<file path="config.mk">
export PLATFORM = sky130hd
export DESIGN_NAME = dlc_dram_ctrl
export DESIGN_NICKNAME = d
export VERILOG_FILES = /design/src/verilog/dlc_pkg.sv /design/src/verilog/dlc_mem_if.sv /design/src/verilog/dlc_burst_mem.sv /design/src/verilog/dlc_dram_ctrl.sv
export SDC_FILE = /design/constraint.sdc
export NUM_CORES = 1
export LEC_CHECK = 0
export BUFFER_PORTS_ARGS = -buffer_cell sky130_fd_sc_hd__buf_2
export CAP_MARGIN = 20
export CORE_AREA = 2 2 233 235
export DETAILED_ROUTE_END_ITERATION = 10
export DIE_AREA = 0 0 235 237
export MAX_ROUTING_LAYER = met4
export PLACE_DENSITY = 0.5
export RECOVER_POWER = 25
export SYNTH_ARGS = -nofsm -noshare
export SYNTH_HDL_FRONTEND = slang
export SYNTH_SLANG_ARGS = --single-unit
</file>
<file path="constraint.sdc">
create_clock -name ref_clk -period 6.6 [get_ports ref_clk]
set_clock_uncertainty 0.05 [all_clocks]
set_input_delay 1.98 -clock ref_clk [delete_from_list [all_inputs] [get_ports ref_clk]]
set_output_delay 1.98 -clock ref_clk [all_outputs]
set_load 0.02 [all_outputs]
</file>
<file path="src/verilog/dlc_pkg.sv">
/*
 * Shared constants and types of the local DRAM controller: host address
 * decode positions, DRAM bus widths, strobe timing counts and transfer kinds.
 * Assumes a 100 MHz core clock and 80 ns fast-page-mode DRAM parts.
 */
package dlc_pkg;

   // Core clock
   localparam int unsigned CLK_PERIOD_NS = 10;

   // Bus widths
   localparam int unsigned DATA_W        = 16;
   localparam int unsigned MA_W          = 10;
   localparam int unsigned WORD_ADDR_W   = 18;
   localparam int unsigned HOST_ADDR_MSB = 20;
   localparam int unsigned REF_CNT_W     = 16;
   localparam int unsigned XFER_CNT_W    = 16;

   // Host address decode
   localparam int unsigned HOST_DRAM_SEL_BIT = 20;
   localparam int unsigned HOST_BANK_BIT     = 19;

   // Row/column split of an 18-bit word address
   localparam int unsigned COL_W     = 9;
   localparam int unsigned ROW_LSB   = 9;
   localparam int unsigned PAGE_SIZE = 512;

   // Burst staging buffer
   localparam int unsigned BURST_DEPTH = 8;
   localparam int unsigned BURST_AW    = 3;
   localparam int unsigned WAIT_W      = 4;

   // Strobe timing, least times rounded up to whole cycles
   localparam int unsigned T_RCD_NS = 20;
   localparam int unsigned T_CAS_NS = 20;
   localparam int unsigned T_RP_NS  = 60;
   localparam int unsigned T_RAS_NS = 80;
   localparam logic [3:0]  RCD_CYC  = 4'((T_RCD_NS + CLK_PERIOD_NS - 1) / CLK_PERIOD_NS);
   localparam logic [3:0]  CAS_CYC  = 4'((T_CAS_NS + CLK_PERIOD_NS - 1) / CLK_PERIOD_NS);
   localparam logic [3:0]  RP_CYC   = 4'((T_RP_NS + CLK_PERIOD_NS - 1) / CLK_PERIOD_NS);
   localparam logic [3:0]  RAS_CYC  = 4'((T_RAS_NS + CLK_PERIOD_NS - 1) / CLK_PERIOD_NS);

   // Internal transfer kinds
   typedef enum logic [1:0] {
      XFER_CFIFO_TO_DRAM,
      XFER_DRAM_TO_ENGINE,
      XFER_ENGINE_TO_DRAM,
      XFER_DRAM_TO_DISPLAY
   } dlc_xfer_e;

endpackage : dlc_pkg

</file>
<file path="src/verilog/dlc_mem_if.sv">
/*
 * Carrier between the controller and its burst staging memory.
 * Assumes both ends run on the controller clock and share its enable.
 */
`timescale 1ns/1ps
interface dlc_mem_if #(
   parameter int unsigned AW = dlc_pkg::BURST_AW,
   parameter int unsigned DW = dlc_pkg::DATA_W
);
   logic          ce;
   logic          wrEn;
   logic [AW-1:0] wrAddr;
   logic [DW-1:0] wrData;
   logic [AW-1:0] rdAddr;
   logic [DW-1:0] rdData;

   modport ctrl (output ce, output wrEn, output wrAddr, output wrData, output rdAddr,
                 input rdData);
   modport mem  (input ce, input wrEn, input wrAddr, input wrData, input rdAddr,
                 output rdData);
endinterface : dlc_mem_if

</file>
<file path="src/verilog/dlc_burst_mem.sv">
/*
 * Small staging memory for one page-mode write burst, read data registered.
 * Assumes the owner holds rdAddr one cycle ahead of when the data is needed.
 */
`timescale 1ns/1ps
module dlc_burst_mem #(
   parameter int unsigned DEPTH = dlc_pkg::BURST_DEPTH
) (
   // Clock and reset
   input wire logic ref_clk,
   input wire logic rst,
   // Port
   dlc_mem_if.mem   port
);
   logic [dlc_pkg::DATA_W-1:0] store [DEPTH];

   always_ff @(posedge ref_clk) begin
      if (port.ce && port.wrEn) begin
         store[port.wrAddr] <= port.wrData;
      end
   end

   // Reset only the read register so the data pins start defined
   always_ff @(posedge ref_clk) begin
      if (rst) begin
         port.rdData <= '0;
      end else if (port.ce) begin
         port.rdData <= store[port.rdAddr];
      end
   end
endmodule : dlc_burst_mem

</file>
<file path="src/verilog/dlc_dram_ctrl.sv">
/*
 * Local fast-page-mode DRAM controller: host access mapping, internal
 * transfers between streams and DRAM, CAS-before-RAS refresh, arbitration.
 * Assumes all inputs synchronous to ref_clk and a host that holds its request
 * until acknowledged.
 */
`timescale 1ns/1ps
module dlc_dram_ctrl #(
   parameter int unsigned BURST_DEPTH = dlc_pkg::BURST_DEPTH
) (
   // Clock, reset, enable
   input  wire logic                             ref_clk,
   input  wire logic                             rst,
   input  wire logic                             ce,
   // Refresh interval is this count plus one cycles, zero stops refresh
   input  wire logic [dlc_pkg::REF_CNT_W-1:0]    refreshCount,
   // Host access
   input  wire logic                             hostReq,
   input  wire logic [dlc_pkg::HOST_ADDR_MSB:1]  hostAddr,
   input  wire logic                             hostRnW,
   input  wire logic                             hostLds_n,
   input  wire logic                             hostUds_n,
   input  wire logic [dlc_pkg::DATA_W-1:0]       hostWdata,
   output logic                                  hostAck,
   output logic [dlc_pkg::DATA_W-1:0]            hostRdata,
   // Transfer command from the processor
   input  wire logic                             xferStart,
   input  wire dlc_pkg::dlc_xfer_e               xferKind,
   input  wire logic [dlc_pkg::WORD_ADDR_W:0]    xferAddr,
   input  wire logic [dlc_pkg::XFER_CNT_W-1:0]   xferWords,
   output logic                                  xferBusy,
   output logic                                  xferDone,
   // Stream sources
   input  wire logic [dlc_pkg::DATA_W-1:0]       cfifoData,
   input  wire logic                             cfifoValid,
   output logic                                  cfifoReady,
   input  wire logic [dlc_pkg::DATA_W-1:0]       engInData,
   input  wire logic                             engInValid,
   output logic                                  engInReady,
   // Stream sinks
   output logic [dlc_pkg::DATA_W-1:0]            readData,
   output logic                                  toEngineValid,
   output logic                                  toDisplayValid,
   // DRAM pins
   output logic [dlc_pkg::MA_W-1:0]              memAddrBus,
   output logic [dlc_pkg::DATA_W-1:0]            memDataBusOut,
   input  wire logic [dlc_pkg::DATA_W-1:0]       memDataBusIn,
   output logic                                  memDataBusOe,
   output logic                                  writeEn_n,
   output logic                                  lowerColStrobe_n,
   output logic                                  upperColStrobe_n,
   output logic [1:0]                            rowStrobe_n,
   input  wire logic                             lowerReadLatchIn,
   input  wire logic                             upperReadLatchIn
);
   localparam int unsigned AW = dlc_pkg::WORD_ADDR_W;

   typedef enum {ST_IDLE, ST_FILL, ST_SETUP, ST_RAS, ST_COLSET, ST_CASLO, ST_CASHI,
                 ST_REL, ST_REFCAS, ST_REFRAS} dlc_state_e;
   typedef enum {OWN_HOST, OWN_XFER, OWN_REF} dlc_owner_e;

   // Row phase: tenth line repeats column bit nine for 10/8 parts
   function automatic logic [dlc_pkg::MA_W-1:0] rowPhase(input logic [AW-1:0] a);
      rowPhase = {a[dlc_pkg::COL_W-1], a[AW-1:dlc_pkg::ROW_LSB]};
   endfunction : rowPhase

   function automatic logic [dlc_pkg::MA_W-1:0] colPhase(input logic [AW-1:0] a);
      colPhase = {1'b0, a[dlc_pkg::COL_W-1:0]};
   endfunction : colPhase

   dlc_state_e                   state_r, state_nxt;
   dlc_owner_e                   owner_r, owner_nxt;
   dlc_pkg::dlc_xfer_e           kind_r, kind_nxt;
   logic [3:0]                   waitCnt_r, waitCnt_nxt;
   logic [AW-1:0]                curAddr_r, curAddr_nxt;
   logic                         bank_r, bank_nxt;
   logic                         isWrite_r, isWrite_nxt;
   logic [1:0]                   lanes_r, lanes_nxt;
   logic [3:0]                   burstLen_r, burstLen_nxt;
   logic [3:0]                   wordIdx_r, wordIdx_nxt;
   logic                         xActive_r, xActive_nxt;
   logic [AW:0]                  xAddr_r, xAddr_nxt;
   logic [dlc_pkg::XFER_CNT_W-1:0] xLeft_r, xLeft_nxt;
   logic [dlc_pkg::REF_CNT_W-1:0]  refTimer_r, refTimer_nxt;
   logic                         refPend_r, refPend_nxt;
   logic                         loPrev_r, hiPrev_r, gotLo_r, gotLo_nxt, gotHi_r, gotHi_nxt;
   logic [dlc_pkg::DATA_W-1:0]   capWord_r, capWord_nxt;
   logic [dlc_pkg::MA_W-1:0]     ma_r, ma_nxt;
   logic                         oe_r, oe_nxt, we_r, we_nxt, lower_col_strobe_r, lower_col_strobe_nxt;
   logic                         upper_col_strobe_r, upper_col_strobe_nxt;
   logic [1:0]                   ras_r, ras_nxt;
   logic                         ack_r, ack_nxt, done_r, done_nxt;
   logic [dlc_pkg::DATA_W-1:0]   hRd_r, hRd_nxt, rdOut_r, rdOut_nxt;
   logic                         toEng_r, toEng_nxt, toDisp_r, toDisp_nxt;
   logic                         cfRdy_r, cfRdy_nxt, enRdy_r, enRdy_nxt;
   logic                         refStart, advance;

   dlc_mem_if #(.AW(dlc_pkg::BURST_AW), .DW(dlc_pkg::DATA_W)) memIf ();

   dlc_burst_mem #(.DEPTH(BURST_DEPTH)) u_mem (
      .ref_clk (ref_clk),
      .rst     (rst),
      .port    (memIf.mem)
   );

   // Request decode and burst sizing
   wire hostHit  = hostReq && !hostAddr[dlc_pkg::HOST_DRAM_SEL_BIT] && !ack_r;
   wire xIsWrite = (kind_r == dlc_pkg::XFER_CFIFO_TO_DRAM) ||
                   (kind_r == dlc_pkg::XFER_ENGINE_TO_DRAM);
   wire fromCfifo = (kind_r == dlc_pkg::XFER_CFIFO_TO_DRAM);
   wire [15:0] toPage = 16'(dlc_pkg::PAGE_SIZE) - {7'h00, xAddr_r[dlc_pkg::COL_W-1:0]};
   wire [15:0] pageCap = (xLeft_r < toPage) ? xLeft_r : toPage;
   // Bursts never cross a page, so one row strobe covers them
   wire [3:0]  xBurst  = (pageCap > 16'(BURST_DEPTH)) ? 4'(BURST_DEPTH) : pageCap[3:0];
   wire        srcTake = fromCfifo ? (cfifoValid && cfRdy_r) : (engInValid && enRdy_r);
   wire [3:0]  wordInc = wordIdx_r + 4'h1;
   wire        lastWord = (wordInc == burstLen_r);
   wire        loRise  = lowerReadLatchIn && !loPrev_r;
   wire        hiRise  = upperReadLatchIn && !hiPrev_r;
   wire        capDone = (gotLo_r || !lanes_r[0]) && (gotHi_r || !lanes_r[1]);
   wire        waitZero = (waitCnt_r == 4'h0);
   wire        refFire  = (refTimer_r == '0) && (refreshCount != '0);

   assign memIf.ce     = ce;
   assign memIf.rdAddr = wordIdx_nxt[dlc_pkg::BURST_AW-1:0];

   always_comb begin
      state_nxt = state_r;     owner_nxt = owner_r;     kind_nxt = kind_r;
      waitCnt_nxt = waitZero ? 4'h0 : waitCnt_r - 4'h1;
      curAddr_nxt = curAddr_r; bank_nxt = bank_r;       isWrite_nxt = isWrite_r;
      lanes_nxt = lanes_r;     burstLen_nxt = burstLen_r; wordIdx_nxt = wordIdx_r;
      xActive_nxt = xActive_r; xAddr_nxt = xAddr_r;     xLeft_nxt = xLeft_r;
      ma_nxt = ma_r;  oe_nxt = oe_r;  we_nxt = we_r;  lower_col_strobe_nxt = lower_col_strobe_r;
      upper_col_strobe_nxt = upper_col_strobe_r;  ras_nxt = ras_r;  hRd_nxt = hRd_r;  rdOut_nxt = rdOut_r;
      ack_nxt = 1'b0;  done_nxt = 1'b0;  toEng_nxt = 1'b0;  toDisp_nxt = 1'b0;
      cfRdy_nxt = cfRdy_r;  enRdy_nxt = enRdy_r;
      refStart = 1'b0;  advance = 1'b0;
      gotLo_nxt = gotLo_r;  gotHi_nxt = gotHi_r;  capWord_nxt = capWord_r;
      memIf.wrEn = 1'b0;
      memIf.wrAddr = wordIdx_r[dlc_pkg::BURST_AW-1:0];
      memIf.wrData = hostWdata;

      // Periodic refresh request; a new tick wins over the clear
      refTimer_nxt = (refTimer_r == '0) ? refreshCount : refTimer_r - 1'b1;

      // A command is taken whenever no transfer is running
      if (xferStart && !xActive_r) begin
         kind_nxt = xferKind;
         xAddr_nxt = xferAddr;
         xLeft_nxt = xferWords;
         xActive_nxt = (xferWords != '0);
         done_nxt = (xferWords == '0);
      end

      unique case (state_r)
         ST_IDLE: begin
            wordIdx_nxt = 4'h0;
            // Grants only here, between bursts, refresh first
            if (refPend_r) begin
               refStart = 1'b1;
               owner_nxt = OWN_REF;
               lower_col_strobe_nxt = 1'b0;
               upper_col_strobe_nxt = 1'b0;
               oe_nxt = 1'b0;
               waitCnt_nxt = dlc_pkg::CAS_CYC - 4'h1;
               state_nxt = ST_REFCAS;
            end else if (hostHit) begin
               owner_nxt = OWN_HOST;
               curAddr_nxt = hostAddr[AW:1];
               bank_nxt = hostAddr[dlc_pkg::HOST_BANK_BIT];
               isWrite_nxt = !hostRnW;
               lanes_nxt = {!hostUds_n, !hostLds_n};
               burstLen_nxt = 4'h1;
               memIf.wrEn = !hostRnW;
               // Single host word always sits in slot zero, whatever a burst left behind
               memIf.wrAddr = '0;
               state_nxt = ST_SETUP;
            end else if (xActive_r) begin
               owner_nxt = OWN_XFER;
               curAddr_nxt = xAddr_r[AW-1:0];
               bank_nxt = xAddr_r[AW];
               isWrite_nxt = xIsWrite;
               lanes_nxt = 2'b11;
               burstLen_nxt = xBurst;
               cfRdy_nxt = fromCfifo;
               enRdy_nxt = xIsWrite && !fromCfifo;
               state_nxt = xIsWrite ? ST_FILL : ST_SETUP;
            end
         end
         ST_FILL: begin
            // Gather the whole burst first so the page cycle never stalls
            memIf.wrData = fromCfifo ? cfifoData : engInData;
            if (srcTake) begin
               memIf.wrEn = 1'b1;
               wordIdx_nxt = lastWord ? 4'h0 : wordInc;
               if (lastWord) begin
                  cfRdy_nxt = 1'b0;
                  enRdy_nxt = 1'b0;
                  state_nxt = ST_SETUP;
               end
            end
         end
         ST_SETUP: begin
            oe_nxt = isWrite_r;
            we_nxt = !isWrite_r;
            ma_nxt = rowPhase(curAddr_r);
            state_nxt = ST_RAS;
         end
         ST_RAS: begin
            ras_nxt[bank_r] = 1'b0;
            waitCnt_nxt = dlc_pkg::RCD_CYC - 4'h1;
            state_nxt = ST_COLSET;
            ma_nxt = colPhase(curAddr_r);
         end
         ST_COLSET: begin
            if (waitZero) begin
               lower_col_strobe_nxt = !lanes_r[0];
               upper_col_strobe_nxt = !lanes_r[1];
               gotLo_nxt = 1'b0;
               gotHi_nxt = 1'b0;
               waitCnt_nxt = dlc_pkg::CAS_CYC - 4'h1;
               state_nxt = ST_CASLO;
            end
         end
         ST_CASLO: begin
            if (waitZero) begin
               lower_col_strobe_nxt = 1'b1;
               upper_col_strobe_nxt = 1'b1;
               if (isWrite_r) begin
                  advance = 1'b1;
               end else begin
                  state_nxt = ST_CASHI;
               end
            end
         end
         ST_CASHI: begin
            // Wait for the returned strobes to latch the addressed lanes
            if (capDone) begin
               advance = 1'b1;
               if (owner_r == OWN_HOST) begin
                  hRd_nxt = capWord_r;
               end else begin
                  rdOut_nxt = capWord_r;
                  toEng_nxt = (kind_r == dlc_pkg::XFER_DRAM_TO_ENGINE);
                  toDisp_nxt = (kind_r == dlc_pkg::XFER_DRAM_TO_DISPLAY);
               end
            end
         end
         ST_REL: begin
            if (waitZero) begin
               state_nxt = ST_IDLE;
               ack_nxt = (owner_r == OWN_HOST);
               if (owner_r == OWN_XFER && xLeft_r == '0) begin
                  xActive_nxt = 1'b0;
                  done_nxt = 1'b1;
               end
            end
         end
         ST_REFCAS: begin
            if (waitZero) begin
               ras_nxt = 2'b00;
               waitCnt_nxt = dlc_pkg::RAS_CYC - 4'h1;
               state_nxt = ST_REFRAS;
            end
         end
         ST_REFRAS: begin
            if (waitZero) begin
               ras_nxt = 2'b11;
               lower_col_strobe_nxt = 1'b1;
               upper_col_strobe_nxt = 1'b1;
               waitCnt_nxt = dlc_pkg::RP_CYC - 4'h1;
               state_nxt = ST_REL;
            end
         end
      endcase

      // Next column in the page, or close the burst
      if (advance) begin
         curAddr_nxt = curAddr_r + 1'b1;
         if (owner_r == OWN_XFER) begin
            xAddr_nxt = xAddr_r + 1'b1;
            xLeft_nxt = xLeft_r - 1'b1;
         end
         if (lastWord) begin
            ras_nxt = 2'b11;
            oe_nxt = 1'b0;
            waitCnt_nxt = dlc_pkg::RP_CYC - 4'h1;
            state_nxt = ST_REL;
         end else begin
            wordIdx_nxt = wordInc;
            ma_nxt = colPhase(curAddr_r + 1'b1);
            state_nxt = ST_COLSET;
         end
      end

      refPend_nxt = refFire || (refPend_r && !refStart);

      // Byte lanes latched on their own strobe's rising edge
      if (loRise) begin
         capWord_nxt[7:0] = memDataBusIn[7:0];
         gotLo_nxt = 1'b1;
      end
      if (hiRise) begin
         capWord_nxt[15:8] = memDataBusIn[15:8];
         gotHi_nxt = 1'b1;
      end
   end

   // Everything on the core clock, frozen while ce is low
   always_ff @(posedge ref_clk) begin
      if (rst) begin
         state_r <= ST_IDLE;     owner_r <= OWN_REF;   kind_r <= dlc_pkg::XFER_CFIFO_TO_DRAM;
         waitCnt_r <= 4'h0;      curAddr_r <= '0;      bank_r <= 1'b0;
         isWrite_r <= 1'b0;      lanes_r <= 2'b00;     burstLen_r <= 4'h1;
         wordIdx_r <= 4'h0;      xActive_r <= 1'b0;    xAddr_r <= '0;
         xLeft_r <= '0;          refTimer_r <= '0;     refPend_r <= 1'b0;
         // Latch inputs idle high, so no false capture right after reset
         loPrev_r <= 1'b1;       hiPrev_r <= 1'b1;     gotLo_r <= 1'b0;
         gotHi_r <= 1'b0;        capWord_r <= '0;      ma_r <= '0;
         oe_r <= 1'b0;           we_r <= 1'b1;         lower_col_strobe_r <= 1'b1;
         upper_col_strobe_r <= 1'b1;         ras_r <= 2'b11;       ack_r <= 1'b0;
         done_r <= 1'b0;         hRd_r <= '0;          rdOut_r <= '0;
         toEng_r <= 1'b0;        toDisp_r <= 1'b0;     cfRdy_r <= 1'b0;
         enRdy_r <= 1'b0;
      end else if (ce) begin
         state_r <= state_nxt;   owner_r <= owner_nxt; kind_r <= kind_nxt;
         waitCnt_r <= waitCnt_nxt; curAddr_r <= curAddr_nxt; bank_r <= bank_nxt;
         isWrite_r <= isWrite_nxt; lanes_r <= lanes_nxt; burstLen_r <= burstLen_nxt;
         wordIdx_r <= wordIdx_nxt; xActive_r <= xActive_nxt; xAddr_r <= xAddr_nxt;
         xLeft_r <= xLeft_nxt;   refTimer_r <= refTimer_nxt; refPend_r <= refPend_nxt;
         loPrev_r <= lowerReadLatchIn; hiPrev_r <= upperReadLatchIn; gotLo_r <= gotLo_nxt;
         gotHi_r <= gotHi_nxt;   capWord_r <= capWord_nxt; ma_r <= ma_nxt;
         oe_r <= oe_nxt;         we_r <= we_nxt;       lower_col_strobe_r <= lower_col_strobe_nxt;
         upper_col_strobe_r <= upper_col_strobe_nxt;     ras_r <= ras_nxt;     ack_r <= ack_nxt;
         done_r <= done_nxt;     hRd_r <= hRd_nxt;     rdOut_r <= rdOut_nxt;
         toEng_r <= toEng_nxt;   toDisp_r <= toDisp_nxt; cfRdy_r <= cfRdy_nxt;
         enRdy_r <= enRdy_nxt;
      end
   end

   // Pins straight from registers
   assign memAddrBus       = ma_r;
   assign memDataBusOut    = memIf.rdData;
   assign memDataBusOe     = oe_r;
   assign writeEn_n        = we_r;
   assign lowerColStrobe_n = lower_col_strobe_r;
   assign upperColStrobe_n = upper_col_strobe_r;
   assign rowStrobe_n      = ras_r;
   assign hostAck          = ack_r;
   assign hostRdata        = hRd_r;
   assign xferBusy         = xActive_r;
   assign xferDone         = done_r;
   assign readData         = rdOut_r;
   assign toEngineValid    = toEng_r;
   assign toDisplayValid   = toDisp_r;
   assign cfifoReady       = cfRdy_r;
   assign engInReady       = enRdy_r;
endmodule : dlc_dram_ctrl

</file>
Word level (Yosys, flattened, before mapping)
Memories as Yosys holds them, arrays and structs flattened. A register that Yosys moved wholly into a read port is not among the register bits.
Cells that the tools add are included.
W data, S select, Z words.
{"block": "op_classes", "add_sub_neg": 7, "mul": 0, "div_mod_pow": 0, "magnitude_cmp": 4, "eq_ne": 32, "shift": 0, "n_mux": 121, "bitwise_logic": 4, "reduce_logical": 66}
{"op": "$mux W32", "n": 15}
{"op": "$pmux W32 S9", "n": 1}
{"op": "$eq A32 B3 Y1 const B", "n": 4}
{"op": "$mux W16", "n": 7}
{"op": "$eq A32 B2 Y1 const B", "n": 3}
{"op": "$mux W18", "n": 5}
{"op": "$eq A32 B4 Y1 const B", "n": 2}
{"op": "$logic_not A32 Y1", "n": 2}
{"op": "$mux W19", "n": 3}
{"op": "$mux W4", "n": 14}
{"op": "$mux W1", "n": 51}
{"op": "$logic_not A16 Y1", "n": 3}
{"op": "$eq A32 B1 Y1 const B", "n": 1}
{"op": "$reduce_bool A16 Y1", "n": 2}
{"op": "$sub A16 B1 Y16 const B", "n": 2}
{"op": "$ne A3 B3 Y1 const B", "n": 8}
{"op": "$mux W10", "n": 2}
{"op": "$pmux W10 S2", "n": 1}
{"op": "$pmux W4 S5", "n": 1}
{"op": "$add A19 B1 Y19 const B", "n": 1}
{"op": "$add A18 B1 Y18 const B", "n": 1}
{"op": "$gt A16 B4 Y1 const B", "n": 1}
{"op": "$lt A16 B16 Y1", "n": 1}
{"op": "$mux W2", "n": 8}
{"op": "other kinds (35)", "n": 95}
{"block": "word_totals", "register_bits": 227, "latch_bits": 0, "ram_bits": 128, "romBits": 0, "out_inout_bits": 71, "mem_count": 1}
{"name": "u_mem.store", "words": 8, "word_bits": 16, "rd": 1, "rd_clocked_by_memory_dff": 1, "wr": 1, "line": "dlc_burst_mem.sv:15", "text": "logic [dlc_pkg::DATA_W-1:0] store [DEPTH];"}

Longest topological paths before layout
{"block": "logic_depth", "ltp_word": 9, "mapped_depth": 13, "depth_no_buf": 12}

Hierarchy
From an unflattened synthesis, not the netlist that was laid out.
{"block": "unflattened", "cells_unflattened": 1660, "hier_area_um2": 15771.4}
{"module": "dlc_dram_ctrl", "n_inst": 1, "cells_each": 1351, "area_per_inst_um2": 10188.5}
{"module": "dlc_burst_mem", "n_inst": 1, "cells_each": 309, "area_per_inst_um2": 5582.9}

Least setup slack after synthesis
OpenSTA, ideal clock, no wires.
{"block": "synth_path", "kind": "input -> register", "startpoint": "input ce", "endpoint": "memory u_mem.store[2][0] (netlist name), enable pin", "setup_time_ns": 0.409, "arrival_time_ns": 4.409, "setup_slack_ns": 1.732, "path_stages": 6, "path_cell_list": "clkbuf_1 > clkbuf_1 > clkbuf_1 > buf_1 > nand2_1 > nor3_1"}
{"block": "synth_between", "elab_chain_len": 3}
{"element": "from (decl)", "line": "dlc_dram_ctrl.sv:14", "text": "input wire logic ce,"}
{"element": "$logic_and A1 B1 Y1", "line": "dlc_burst_mem.sv:18", "text": "if (port.ce && port.wrEn) begin"}
{"element": "$mux W1", "line": "dlc_burst_mem.sv:18"}
{"element": "$mux W1 (not written as such)", "line": "dlc_burst_mem.sv:19", "text": "store[port.wrAddr] <= port.wrData;"}
{"element": "to (decl)", "line": "dlc_burst_mem.sv:15"}
Every way passes these cells.

Worst setup path in the final report
{"block": "layout_path", "startpoint": "register state_r[0]", "endpoint": "register u_mem.port.rdData[3], read port of u_mem.store"}
{"block": "layout_between", "elab_chain_len": 4}
{"element": "from (decl)", "line": "dlc_dram_ctrl.sv:71", "text": "dlc_state_e state_r, state_nxt;"}
{"element": "from (signal assigned)", "line": "dlc_dram_ctrl.sv:326", "text": "state_r <= state_nxt; owner_r <= owner_nxt; kind_r <= kind_nxt;"}
{"element": "$eq A32 B1 Y1 / $logic_not A32 Y1 (equally long branches)", "line": "dlc_dram_ctrl.sv:155", "text": "unique case (state_r)"}
{"element": "$pmux W4 S2", "line": "dlc_dram_ctrl.sv:155"}
{"element": "$mux W4", "line": "dlc_dram_ctrl.sv:284", "text": "if (lastWord) begin"}
{"element": "$mux W4 (*)", "line": "dlc_dram_ctrl.sv:278", "text": "if (advance) begin"}
{"element": "to (decl)", "line": "dlc_mem_if.sv:20", "text": "output rdData);"}
Every way passes the cells marked *; elsewhere a longest branch is shown, timed or not.
A chain may end at the register's enable or synchronous reset.

==> metrics.cfg <==
[cts]
clkLatencyLatePin_ns = 0.57
root_buffer = clkbuf_16
cts_tree = yes
htree_levels = 2
clk_pin_slew_ns = 0.06
cts.sinks = 313
clockBufferDepth = 3
post-cts-setup-buffers = 0
cts_buffers = 38
post_cts_resized = 0
hold_buffers = 0

[sta]
report.final.slew_viol_count = 37
tightest_slew_ns = 1.65
post-route-period-util_pct = 69.4
relSlewSlack_pct = -9.80
rsz0062_at_grt = no
period_needed_ns = 4.58
tns_ns = 0
setup_viol = 0
whs_ns = 0.415
hold_violations = 0
max_freq_ghz = 0.218

[grt]
grt_pass1_wl_um = 77300
antenna_found_initial = 3
grt_max_degree = 98
grt_pass1_vias = 13100
grt_overflow = 0
grt_use_total_pct = 18.0

[logic_synthesis]
yosys-mux-area-fraction_pct = 7.62
yosysWarnings = 0
synth_compound_area_share_pct = 18.6
synth_xor_area_share_pct = 1.43
netlist_area_um2 = 15800
synth.area.top_cells = edfxtp_1 (24%), dfxtp_1 (23%), mux2i_1 (6.3%), nor2_1 (5.6%), a21oi_1 (4.0%)
synth_top_cell_by_area = edfxtp_1
synth-simple-area-share_pct = 19.3
synth_top_family_by_area = simple AND/OR/NAND/NOR gates
synthCells = 1720
synthFlopType = dfxtp_1
synth_edf_count = 128
netlist.area_leader.share_pct = 24.3
synthTopCellsByCount = nor2_1 (236), dfxtp_1 (185), nand2_1 (168), edfxtp_1 (128), a21oi_1 (126)
syn_avg_cell_area_um2 = 9.18
ys_ff_latch = 313
seq_area_frac_synth_pct = 47.8
async_flop_share_pct = 0
synth_cell_types = 80
synthAdderAreaFrac_pct = 1.43
yosys.cell_count.top_type = nor2_1
syn_nets = 1887

[drt]
post_drt_wl_per_cell_um = 19.2
vias = 14000
ant_nets = 0
firstDrtPassIters = 6
avgViaCountPerCell = 5.34
drt-total-wl_um = 50200
route.detailed.drc = 0
drt-initial-drc-count = 1069

[worst_setup_path]
reg2reg_from = state_r[0]
timing.critical_path.required_ns = 6.95
arrival_ns = 4.93
end_kind = flop
crit_fanout = 36
startpoint_type = flop
ff2ff_path_depth = 12
crit-reg2reg-capture = u_mem.port.rdData[3]
path_cells = buf_4 -> nor4b_1 -> clkbuf_1 -> o21ai_2 -> a32oi_2 -> buf_4 -> a32oi_4 -> buf_4 -> nor4_1 -> a31oi_1 -> nor2_1 -> a2111oi_2
cp_slowest_stage_delay_ns = 1.22
crit_type = flop to flop
slowest_stage = clkbuf_1
critPathMostFrequentCell = buf_4
r2r_setup_slack_ns = 2.02

[placement]
io_buffers = 219
place_hpwl_um = 35000
gp_congestion = 0.887

[worst_hold_path]
hold_start = refTimer_r[8]
holdPathEnd = refTimer_r[8]
hold_depth = 2
min-delay-path-class = flop to flop

[floorplan]
die_h_um = 237
initial_core_util_pct = 29.6
dieArea_um2 = 55700
fp.coreArea_um2 = 53300
num_rows = 85
die-width_um = 235
ios = 220

[finish]
n_fill_cell = 5417
area_delta_synth_final_pct = 19.9
drive_gt1_share_pct = 19.4
fin_nets = 2055

[job]
drv_cap = 1

[power_and_ir_drop]
p_leak_nw = 7.10
p_per_area_nw_per_um2 = 310
fin_total_pwr_w = 0.00588
ir_drop_mv = 0.166

[status]
status = finished, violations left
violations = capacitance limit, slew limit

-- cell usage in the layout (no fill, tap or decap), types with 6 or more instances in the layout --
cell       count
xnor2_1       14
and3_1         7
nor3_1        47
inv_1         25
or2_2          6
nor3_4         6
nor4_1        23
a211oi_1      66
clkbuf_1       7
a31oi_1       14
or4_1          6
a221oi_1       8
nand2b_1      24
mux2_2        18
xor2_1         9
edfxtp_1     128
a21o_1         8
ha_1          18
nand2_1      168
nor2b_1       11
mux2i_1      100
nand3_1       63
a21oi_1      126
a311o_1        9
nor2_1       232
clkinv_2      10
a22oi_1       11
buf_2        217
or3_1         20
buf_4         27
clkbuf_16     38
o211ai_1      12
nand4_1       21
o21ai_0       77
a2111oi_2      7
dfxtp_1      185
o31ai_1       20
o22ai_1       28
-- metal layers --
metal | wire length [um] | global-route usage [%]
met5 | 0 | -
met4 | 905 | 4.68
met3 | 3890 | 4.23
met2 | 22100 | 26.5
met1 | 23300 | 24.7
-- through the flow --
stage	setup WS (ns)	std cells	utilization [%]	cell area, um^2
finish	2.02	2615	35.5	18900
global route	1.66	2614	35.5	18900
CTS	2.24	2611	35.4	18900
detailed placement	1.61	2541	33.0	17600
global placement	1.69	2540	33.0	17600
floorplan	1.73	1720	-	15800
-- how the worst max path moves through the flow --
stage / startpoint / to / slack [ns] / cells after the start
2_1_floorplan: ce / u_mem.store[2][0] / 1.73 / 6
3_3_place_gp: cfifoValid / u_mem.port.rdData[7] / 1.69 / 10
3_5_place_dp: cfifoValid / u_mem.port.rdData[8] / 1.61 / 10
4_1_cts: cfifoValid / u_mem.port.rdData[8] / 2.24 / 10
5_1_grt: state_r[0] / u_mem.port.rdData[4] / 1.66 / 12
6_report: state_r[0] / u_mem.port.rdData[3] / 2.02 / 12
-- critical path, delay by kind of cell, from the launching register on --
kind	cells	cell delay [ns]
flip-flops	1	0.30
buffers and inverters	4	2.26
AO/OA/AOI/OAI	5	0.92
AND/OR/NAND/NOR	3	0.84
-- final cells by class --
type	instances	area [um^2]	area share [%]
multi-input cells	1258	7720	40.8
flip-flops and latches	313	7550	39.9
repair buffers	251	1410	7.44
clock buffers	49	1040	5.50
well taps	696	871	4.60
clock inverters	21	249	1.31
inverters	26	97.6	0.515
diodes	1	2.50	0.0132
-- registers in the layout, indices dropped and copies added, names as in the netlist, 2 cells and up --
| signal | cells |
|---|---|
| curAddr_r | 18 |
| memAddrBus | 10 |
| readData | 16 |
| burstLen_r | 4 |
| waitCnt_r | 4 |
| capWord_r | 16 |
| u_mem.store | 128 |
| state_r | 4 |
| kind_r | 2 |
| wordIdx_r | 4 |
| hostRdata | 16 |
| refTimer_r | 16 |
| xLeft_r | 16 |
| rowStrobe_n | 2 |
| owner_r | 2 |
| xAddr_r | 19 |
| u_mem.port.rdData | 16 |
| lanes_r | 2 |
-- report_power, final --
| part | switching [W] | total (W) | internal [W] |
|---|---|---|---|
| clock network | 0.000859 | 0.00215 | 0.00129 |
| registers | 0.000153 | 0.00236 | 0.00221 |
| logic | 0.000892 | 0.00137 | 0.000480 |
-- cells by family (layout without fill, tap and decap cells) --
logic type	count (synthesis)	in the layout
buffers and inverters	149	347
AO/OA/AOI/OAI	439	439
flip-flops	313	313
other	0	1
adder cells (fa/ha/maj)	18	18
XOR/XNOR	24	24
multiplexers	118	118
AND/OR/NAND/NOR	659	659
No activity file was read; power rests on OpenSTA's default activity.
